$ cat src/verilog/pdr_pkg.sv
`default_nettype none
package pdr_pkg;

  // ==========================================================
  // register bus
  localparam int          PDR_AW         = 4;
  localparam int          PDR_DW         = 32;
  localparam logic [3:0]  PDR_ADDR_STBY  = 4'h0;
  localparam logic [3:0]  PDR_ADDR_ISO   = 4'h4;
  localparam logic [3:0]  PDR_ADDR_CTRL  = 4'h8;
  localparam logic [3:0]  PDR_ADDR_STAT  = 4'hC;
  localparam logic [31:0] PDR_ZERO       = 32'h0000_0000;

  // ==========================================================
  // power regions
  localparam int          PDR_NREG        = 15;
  localparam logic [31:0] PDR_REGION_MASK = 32'h07FE_02D1;
  localparam logic [31:0] PDR_STBY_RST    = 32'h0000_0000;
  localparam logic [31:0] PDR_ISO_RST     = 32'h0000_0000;
  localparam int          PDR_BIT_ROM     = 17;
  localparam int          PDR_BIT_SRAM_LO = 18;
  localparam int          PDR_BIT_SRAM_HI = 26;
  localparam int          PDR_BIT_AUDIO   = 0;
  localparam int          PDR_BIT_USBRAM  = 4;
  localparam int          PDR_BIT_FCACHE  = 6;
  localparam int          PDR_BIT_SD      = 7;
  localparam int          PDR_BIT_USBPHY  = 9;
  localparam int          PDR_REGION_BIT [0:PDR_NREG-1] = '{
    PDR_BIT_ROM, 18, 19, 20, 21, 22, 23, 24, 25, PDR_BIT_SRAM_HI,
    PDR_BIT_AUDIO, PDR_BIT_USBRAM, PDR_BIT_FCACHE, PDR_BIT_SD, PDR_BIT_USBPHY};

  // ==========================================================
  // control and status fields
  localparam int   PDR_CTRL_MODE   = 0;
  localparam int   PDR_CTRL_OFFCMD = 1;
  localparam logic PDR_MODE_RST    = 1'b1;
  localparam logic PDR_MODE_GEN    = 1'b1;
  localparam logic PDR_MODE_KEY    = 1'b0;
  localparam int   PDR_STAT_ISON   = 0;
  localparam int   PDR_STAT_DOMOFF = 1;
  localparam int   PDR_STAT_MAINOK = 2;
  localparam int   PDR_STAT_CLKOK  = 3;
  localparam int   PDR_STAT_RTCRUN = 4;
  localparam int   PDR_STAT_STATE  = 8;

  // ==========================================================
  // timing
  localparam int PDR_CLK_PERIOD_PS  = 4000;
  localparam int PDR_ISO_SETTLE_NS  = 100;
  localparam int PDR_WAKE_SETTLE_NS = 200;
  localparam int PDR_ISO_CYC  = (PDR_ISO_SETTLE_NS * 1000 + PDR_CLK_PERIOD_PS - 1) / PDR_CLK_PERIOD_PS;
  localparam int PDR_WAKE_CYC = (PDR_WAKE_SETTLE_NS * 1000 + PDR_CLK_PERIOD_PS - 1) / PDR_CLK_PERIOD_PS;
  localparam int PDR_CNT_W    = 8;

  typedef enum logic [3:0] {
    PDR_ON   = 4'b0001,
    PDR_ISOL = 4'b0010,
    PDR_OFF  = 4'b0100,
    PDR_WAKE = 4'b1000
  } pdr_seq_e;

endpackage
`default_nettype wire

$ cat src/verilog/pdr_seq_if.sv
`timescale 1ns/100ps
`default_nettype none
interface pdr_seq_if;
  import pdr_pkg::*;
  logic     mode;
  logic     offCmd;
  logic     extOffTrig;
  logic     wakeKey;
  logic     wakeAlarm;
  logic     mainOk;
  logic     backupIsoN;
  logic     domainOff;
  pdr_seq_e state;

  modport ctrl (output mode, offCmd, extOffTrig, wakeKey, wakeAlarm, mainOk,
                input  backupIsoN, domainOff, state);
  modport seq  (input  mode, offCmd, extOffTrig, wakeKey, wakeAlarm, mainOk,
                output backupIsoN, domainOff, state);
endinterface
`default_nettype wire

$ cat src/verilog/pdr_backup_seq.sv
`timescale 1ns/100ps
`default_nettype none
module pdr_backup_seq
  import pdr_pkg::*;
#(
  parameter int ISO_CYC  = PDR_ISO_CYC,
  parameter int WAKE_CYC = PDR_WAKE_CYC
) (
  input  wire logic clk,
  input  wire logic rstn,
  pdr_seq_if.seq    sif
);
  import pdr_pkg::*;

  typedef struct packed {
    pdr_seq_e              st;
    logic [PDR_CNT_W-1:0]  cnt;
    logic                  isoN;
    logic                  off;
  } pdr_seq_s;

  localparam logic [PDR_CNT_W-1:0] IsoLast  = PDR_CNT_W'(ISO_CYC - 1);
  localparam logic [PDR_CNT_W-1:0] WakeLast = PDR_CNT_W'(WAKE_CYC - 1);

  pdr_seq_s s_q;
  pdr_seq_s s_d;

  // ==========================================================
  // key-wake sequencer
  always_comb begin
    s_d = s_q;
    s_d.cnt = s_q.cnt + PDR_CNT_W'(1);
    if (sif.mode == PDR_MODE_GEN) begin
      s_d.st   = PDR_ON;
      s_d.off  = 1'b0;
      s_d.isoN = sif.mainOk;
    end else begin
      unique case (s_q.st)
        PDR_ON: begin
          s_d.isoN = 1'b1;
          if (sif.offCmd || sif.extOffTrig) begin
            s_d.st   = PDR_ISOL;
            s_d.isoN = 1'b0;
            s_d.cnt  = '0;
          end
        end
        PDR_ISOL: begin
          if (s_q.cnt == IsoLast) begin
            s_d.st  = PDR_OFF;
            s_d.off = 1'b1;
          end
        end
        PDR_OFF: begin
          if (sif.wakeKey || sif.wakeAlarm) begin
            s_d.st  = PDR_WAKE;
            s_d.off = 1'b0;
            s_d.cnt = '0;
          end
        end
        PDR_WAKE: begin
          if (s_q.cnt == WakeLast) begin
            s_d.st   = PDR_ON;
            s_d.isoN = 1'b1;
          end
        end
        default: begin
          s_d.st   = PDR_ON;
          s_d.isoN = 1'b1;
          s_d.off  = 1'b0;
        end
      endcase
    end
  end

  always_ff @(posedge clk) begin
    if (!rstn) begin
      s_q <= '{st: PDR_ON, cnt: '0, isoN: 1'b1, off: 1'b0};
    end else begin
      s_q <= s_d;
    end
  end

  assign sif.backupIsoN = s_q.isoN;
  assign sif.domainOff  = s_q.off;
  assign sif.state      = s_q.st;

  // cycles spent isolating, counted apart from the sequencer counter
  logic [PDR_CNT_W-1:0] isoAge;

  always_ff @(posedge clk) begin
    if (!rstn || (s_q.st != PDR_ISOL)) begin
      isoAge <= '0;
    end else begin
      isoAge <= isoAge + PDR_CNT_W'(1);
    end
  end
endmodule
`default_nettype wire

$ cat src/verilog/power_domain_rtc_backup_ctrl.sv
// Contract
// - fifteen core regions can each be switched off on their own.
// - the ROM region uses bit 17 of the standby and of the isolation register.
// - the nine SRAM regions use bits 18 to 26 in order, same bit in both registers.
// - the audio region uses bit 0 in both registers.
// - the USB SRAM region uses bit 4 and the flash cache region bit 6 in both registers.
// - in general mode a main supply drop drives the backup isolation low.
// - a low clock supply detect stops the real-time clock.
// - in key-wake mode a processor command makes the sequencer isolate and power off.
// - in key-wake mode an external trigger also starts the power-off sequence.
// - in key-wake mode key wake or clock alarm starts the power-on sequence.
//
// Local design decisions: the plain strobed port and the address map.
`timescale 1ns/100ps
`default_nettype none
module power_domain_rtc_backup_ctrl
  import pdr_pkg::*;
#(
  parameter int ISO_CYC  = PDR_ISO_CYC,
  parameter int WAKE_CYC = PDR_WAKE_CYC
) (
  input  wire logic                       clk,
  input  wire logic                       rstn,
  input  wire logic [pdr_pkg::PDR_AW-1:0] regAddr,
  input  wire logic [pdr_pkg::PDR_DW-1:0] regWdata,
  input  wire logic                       regWr,
  input  wire logic                       regRd,
  output logic      [pdr_pkg::PDR_DW-1:0] regRdata,
  input  wire logic                       mainSupplyOk,
  input  wire logic                       clockSupplyOk,
  input  wire logic                       extOffTrigger,
  input  wire logic                       keyWake,
  input  wire logic                       clockAlarmWake,
  output logic      [pdr_pkg::PDR_NREG-1:0] regionOff,
  output logic      [pdr_pkg::PDR_NREG-1:0] regionIsolate,
  output logic      [pdr_pkg::PDR_DW-1:0] domainStandby,
  output logic      [pdr_pkg::PDR_DW-1:0] domainIsolation,
  output logic                            backupIsolateN,
  output logic                            clockDomainOff,
  output logic                            rtcRun
);
  import pdr_pkg::*;

  typedef struct packed {
    logic [PDR_DW-1:0] stby;
    logic [PDR_DW-1:0] iso;
    logic              mode;
    logic              offCmd;
    logic              rtcRun;
    logic [PDR_DW-1:0] rdata;
  } pdr_top_s;

  pdr_top_s  r_q;
  pdr_top_s  r_d;
  pdr_seq_if sif ();

  logic [PDR_DW-1:0] statusWord;
  logic              hitStby;
  logic              hitIso;
  logic              hitCtrl;

  // ==========================================================
  // address decode
  assign hitStby = (regAddr == PDR_ADDR_STBY);
  assign hitIso  = (regAddr == PDR_ADDR_ISO);
  assign hitCtrl = (regAddr == PDR_ADDR_CTRL);

  always_comb begin
    statusWord                                = PDR_ZERO;
    statusWord[PDR_STAT_ISON]                 = sif.backupIsoN;
    statusWord[PDR_STAT_DOMOFF]               = sif.domainOff;
    statusWord[PDR_STAT_MAINOK]               = mainSupplyOk;
    statusWord[PDR_STAT_CLKOK]                = clockSupplyOk;
    statusWord[PDR_STAT_RTCRUN]               = r_q.rtcRun;
    statusWord[PDR_STAT_STATE+:$bits(pdr_seq_e)] = sif.state;
  end

  // ==========================================================
  // register file
  always_comb begin
    r_d        = r_q;
    r_d.offCmd = 1'b0;
    r_d.rtcRun = clockSupplyOk;
    if (regWr) begin
      if (hitStby) begin
        r_d.stby = regWdata & PDR_REGION_MASK;
      end
      if (hitIso) begin
        r_d.iso = regWdata & PDR_REGION_MASK;
      end
      if (hitCtrl) begin
        r_d.mode   = regWdata[PDR_CTRL_MODE];
        r_d.offCmd = regWdata[PDR_CTRL_OFFCMD];
      end
    end
    r_d.rdata = PDR_ZERO;
    if (regRd) begin
      unique case (regAddr)
        PDR_ADDR_STBY: begin
          r_d.rdata = r_q.stby;
        end
        PDR_ADDR_ISO: begin
          r_d.rdata = r_q.iso;
        end
        PDR_ADDR_CTRL: begin
          r_d.rdata = {{(PDR_DW-1){1'b0}}, r_q.mode};
        end
        PDR_ADDR_STAT: begin
          r_d.rdata = statusWord;
        end
        default: begin
          r_d.rdata = PDR_ZERO;
        end
      endcase
    end
  end

  always_ff @(posedge clk) begin
    if (!rstn) begin
      r_q <= '{stby: PDR_STBY_RST, iso: PDR_ISO_RST, mode: PDR_MODE_RST,
               offCmd: 1'b0, rtcRun: 1'b0, rdata: PDR_ZERO};
    end else begin
      r_q <= r_d;
    end
  end

  // ==========================================================
  // region outputs
  genvar g;
  generate
    for (g = 0; g < PDR_NREG; g++) begin : gRegion
      assign regionOff[g]     = r_q.stby[PDR_REGION_BIT[g]];
      assign regionIsolate[g] = r_q.iso[PDR_REGION_BIT[g]];
    end
  endgenerate

  assign domainStandby   = r_q.stby;
  assign domainIsolation = r_q.iso;
  assign regRdata        = r_q.rdata;
  assign rtcRun          = r_q.rtcRun;

  // ==========================================================
  // backup sequencer
  assign sif.mode       = r_q.mode;
  assign sif.offCmd     = r_q.offCmd;
  assign sif.extOffTrig = extOffTrigger;
  assign sif.wakeKey    = keyWake;
  assign sif.wakeAlarm  = clockAlarmWake;
  assign sif.mainOk     = mainSupplyOk;

  pdr_backup_seq #(
    .ISO_CYC  (ISO_CYC),
    .WAKE_CYC (WAKE_CYC)
  ) uSeq (
    .clk  (clk),
    .rstn (rstn),
    .sif  (sif)
  );

  assign backupIsolateN = sif.backupIsoN;
  assign clockDomainOff = sif.domainOff;

  // ==========================================================
  // per-region checks
  for (genvar r = 0; r < PDR_NREG; r++) begin : gRegionChk

  end
endmodule
`default_nettype wire

$ cat config.mk
export PLATFORM = sky130hd
export DESIGN_NAME = power_domain_rtc_backup_ctrl
export DESIGN_NICKNAME = d
export VERILOG_FILES = /design/src/verilog/pdr_pkg.sv /design/src/verilog/pdr_seq_if.sv /design/src/verilog/pdr_backup_seq.sv /design/src/verilog/power_domain_rtc_backup_ctrl.sv
export SDC_FILE = /design/constraint.sdc
export NUM_CORES = 1
export LEC_CHECK = 0
export ABC_AREA = 1
export BUFFER_PORTS_ARGS = -buffer_cell sky130_fd_sc_hd__buf_2
export CELL_PAD_IN_SITES_DETAIL_PLACEMENT = 1
export CELL_PAD_IN_SITES_GLOBAL_PLACEMENT = 1
export CORE_MARGIN = 10
export CORE_UTILIZATION = 31
export CTS_CLUSTER_SIZE = 40
export DETAILED_ROUTE_END_ITERATION = 16
export PLACE_DENSITY = 0.83
export SETUP_SLACK_MARGIN = 0.02
export SYNTH_ARGS = -nofsm -noshare
export SYNTH_HDL_FRONTEND = slang
export SYNTH_SLANG_ARGS = --single-unit
$ cat constraint.sdc
create_clock -name clk -period 1.5 [get_ports clk]
set_input_delay 0.225 -clock clk [delete_from_list [all_inputs] [get_ports clk]]
set_output_delay 0.225 -clock clk [all_outputs]
set_load 0.05 [all_outputs]
==> reports/qor.txt <==
status: complete, no violations
hold buffer count at CTS: 0
Overall Global Routing Usage: 12.61%
Worst Setup SP: uSeq.s_q[3]$_SDFF_PN0_
final antenna-violating net count: 0
max-cap violation count: 0
# setup viols final: 0
first-pass GRT wire length: 15460 µm
Post-Syn Instances: 424
deepest clock path buffer count: 2
CTS H-tree depth: 3
sequential area share after synthesis: 41.26%
CP Capture Type: flop
YS warnings: 0
die height: 123.2 µm
Critical Path Fanout Max: 3
multi-input combinational cell area: 0.001316 mm²
routed wire length: 10060 µm
Reg2Reg Depth: 9
Slowest-stage cell, CP: dfxtp_2
largest net degree at the start of global routing: 25
setup TNS: 0 ns
final hold violations: 0
type of the worst min-delay path: input port to flop
Lkg Pwr: 1.824 nW
initial antenna violation count: 2
top cells by area, synth: dfxtp_1, buf_4, nand2_1
worst skew pair latency: 0.35 ns
Power, Total: 3.769 mW
top-area cell type share of the netlist area: 41.26%
io pins: 174
Die X: 123.2 µm
Vias: 2902
hold path depth: 3
Hold Path Sink: rtcRun$_SDFF_PN0_
Die ar.: 0.01517 mm²
Hold Startpoint: clockSupplyOk
grt total ovfl: 0
row count: 37
number of global-route vias before repair: 3139
drt drc: 0
minimum clock period: 1.309 ns
Reg area: 0.001365 mm²
dpl hpwl: 7798 µm
skew final: 0.01242 ns
critical path launch point type: flop
Reg clk slew, reported paths: 0.07 ns
nets: 556
final cycle utilization of the critical path: 87.30%
type of the worst setup path: flop to flop
f_max: 763.7 MHz
routability cong.: 0.8150
vias per std cell: 4.492
FF+latch count, synth: 68
area of the core: 0.01037 mm²
fraction of layout cells with a size suffix above 1: 29.80%
CTS Sinks: 68
synth unique cells: 28
drt first pass iters: 4
Fillers: 1346
WL/cell: 15.58 µm
RR Startpoint: uSeq.s_q[3]$_SDFF_PN0_
Initial Util: 31.82%
n_diodes: 0
Layout area overhead: 14.26%
Num CTS Buffers: 9
cells along the critical path: inv_1, ha_1, nand2_1, nor2_1, nand2_1, a21oi_1, nand3_1, nand2_1, nor2_1
worst reg2reg setup slack: 0.19 ns
Buffers on Ports: 112
initial DRC count: 209
RR Endpoint: uSeq.sif.state[2]$_SDFFE_PP0P_
cell area after synthesis: 0.003299 mm²
Req. time, crit path: 1.74 ns
slowest cell delay on critical path: 0.33 ns
final count of pins violating max slew: 0
largest area contributor in the netlist: dfxtp_1
pwr/cell area: 999.8 mW/mm²
syn avg cell area: 7.782 µm²
CTS tree: done
RSZ-0062 raised after global routing: false
peak supply drop: 0.0003511 V
crit path DAT: 1.55 ns
CP dominant cell by count: nand2_1
final core utilization: 36.35%
root buf cell: clkbuf_8
==> cells by family after synthesis <==
logic type / count (synthesis) / synth area share [%]
AO/OA/AOI/OAI: 64 / 9.822
XOR/XNOR: 6 / 1.593
other: 1 / 0.1137
buffers and inverters: 125 / 24.23
AND/OR/NAND/NOR: 157 / 21.84
adder cells (fa/ha/maj): 3 / 1.138
flip-flops: 68 / 41.26
==> stage by stage <==
stage	worst slack [ns]	hold WS [ns]	cell area (µm²)	instances
after global routing	0.04799	0.1205	3770	646
final	0.1905	0.08327	3770	646
after CTS	0.1213	0.07041	3754	646
after global placement	0.1960	0.4321	3590	633
after detailed placement	0.1264	0.4387	3590	633
after floorplan	0.3269	0.3185	3465	468
==> sequential cells by signal, summed over array words and instances (netlist names) <==
signal / cells
uSeq.s_q: 8
domainIsolation: 15
rtcRun: 1
sif.mode: 1
sif.offCmd: 1
uSeq.sif.backupIsoN: 1
uSeq.sif.domainOff: 1
regRdata: 21
domainStandby: 15
uSeq.sif.state: 4
==> worst max path at each step <==
stage          cells after the start                          endpoint
6_report                           9    uSeq.sif.state[2]$_SDFFE_PP0P_
5_1_grt                            9    uSeq.sif.state[2]$_SDFFE_PP0P_
4_1_cts                            8    uSeq.sif.state[2]$_SDFFE_PP0P_
3_5_place_dp                       7  domainIsolation[23]$_SDFFE_PN0P_
3_3_place_gp                       7  domainIsolation[21]$_SDFFE_PN0P_
2_1_floorplan                      8    uSeq.sif.state[2]$_SDFFE_PP0P_
==> routing by layer <==
metal | vias to the layer above | track usage [%] | wire length [µm]
met5 | - | 0 | 27
met1 | 1370 | 13.82 | 3927
met4 | 4 | 6.623 | 178
met3 | 16 | 3.737 | 977
li1 | 1393 | - | -
met2 | 119 | 21.60 | 4953
==> cell type report <==
type	count	area share, %
sequential	68	36.21
multi-input combinational	275	34.92
timing repair buffer	117	16.20
tap	136	4.514
clock buffer	11	4.016
inverter	37	3.817
clock inverter	2	0.3319
==> layout by cell type, fill, tap and decap left out <==
cell type,n
buf_2,112
inv_4,2
nor3b_2,1
ha_1,3
nand2_4,2
nand3_2,1
buf_12,1
dfxtp_2,3
xnor2_1,1
nor3b_1,1
nor3_1,4
nor2_1,30
a21oi_1,49
conb_1,45
nor2_2,2
clkinv_2,1
inv_1,31
or2_2,2
nand3_4,2
nand4_1,2
nor2_8,1
dfxtp_1,65
nand2_2,2
buf_4,4
clkbuf_8,11
xor2_1,5
o22ai_1,3
inv_2,4
nand2_1,74
o21ai_0,12
nand3_1,33
clkinvlp_4,1
==> synth_stat cells, drive strengths merged <==
cell type	instances
a21oi	49
buf	86
clkbuf	2
conb	1
dfxtp	68
ha	3
inv	37
nand2	78
nand3	36
nand4	2
nor2	33
nor3	4
nor3b	2
o21ai	12
o22ai	3
or2	2
xnor2	1
xor2	5
==> where the power goes <==
part | switching [mW] | internal (mW)
Clock | 0.662 | 0.660
Sequential | 0.0234 | 1.83
Combinational | 0.498 | 0.0940
==> critical path: cells and delay by family (launching register included) <==
kind,cells,cell delay [ns]
simple gates,6,0.48
flops,1,0.33
compound gates,1,0.18
fa+ha+maj,1,0.14
buf+inv,1,0.08
==> what timing repair did <==
item                                    in CTS  in global routing
resized for setup                            0                  7
endpoints found under the setup margin       0                  5
setup buffers                                0                  0
Note: power is estimated with default switching activity, not from simulation.
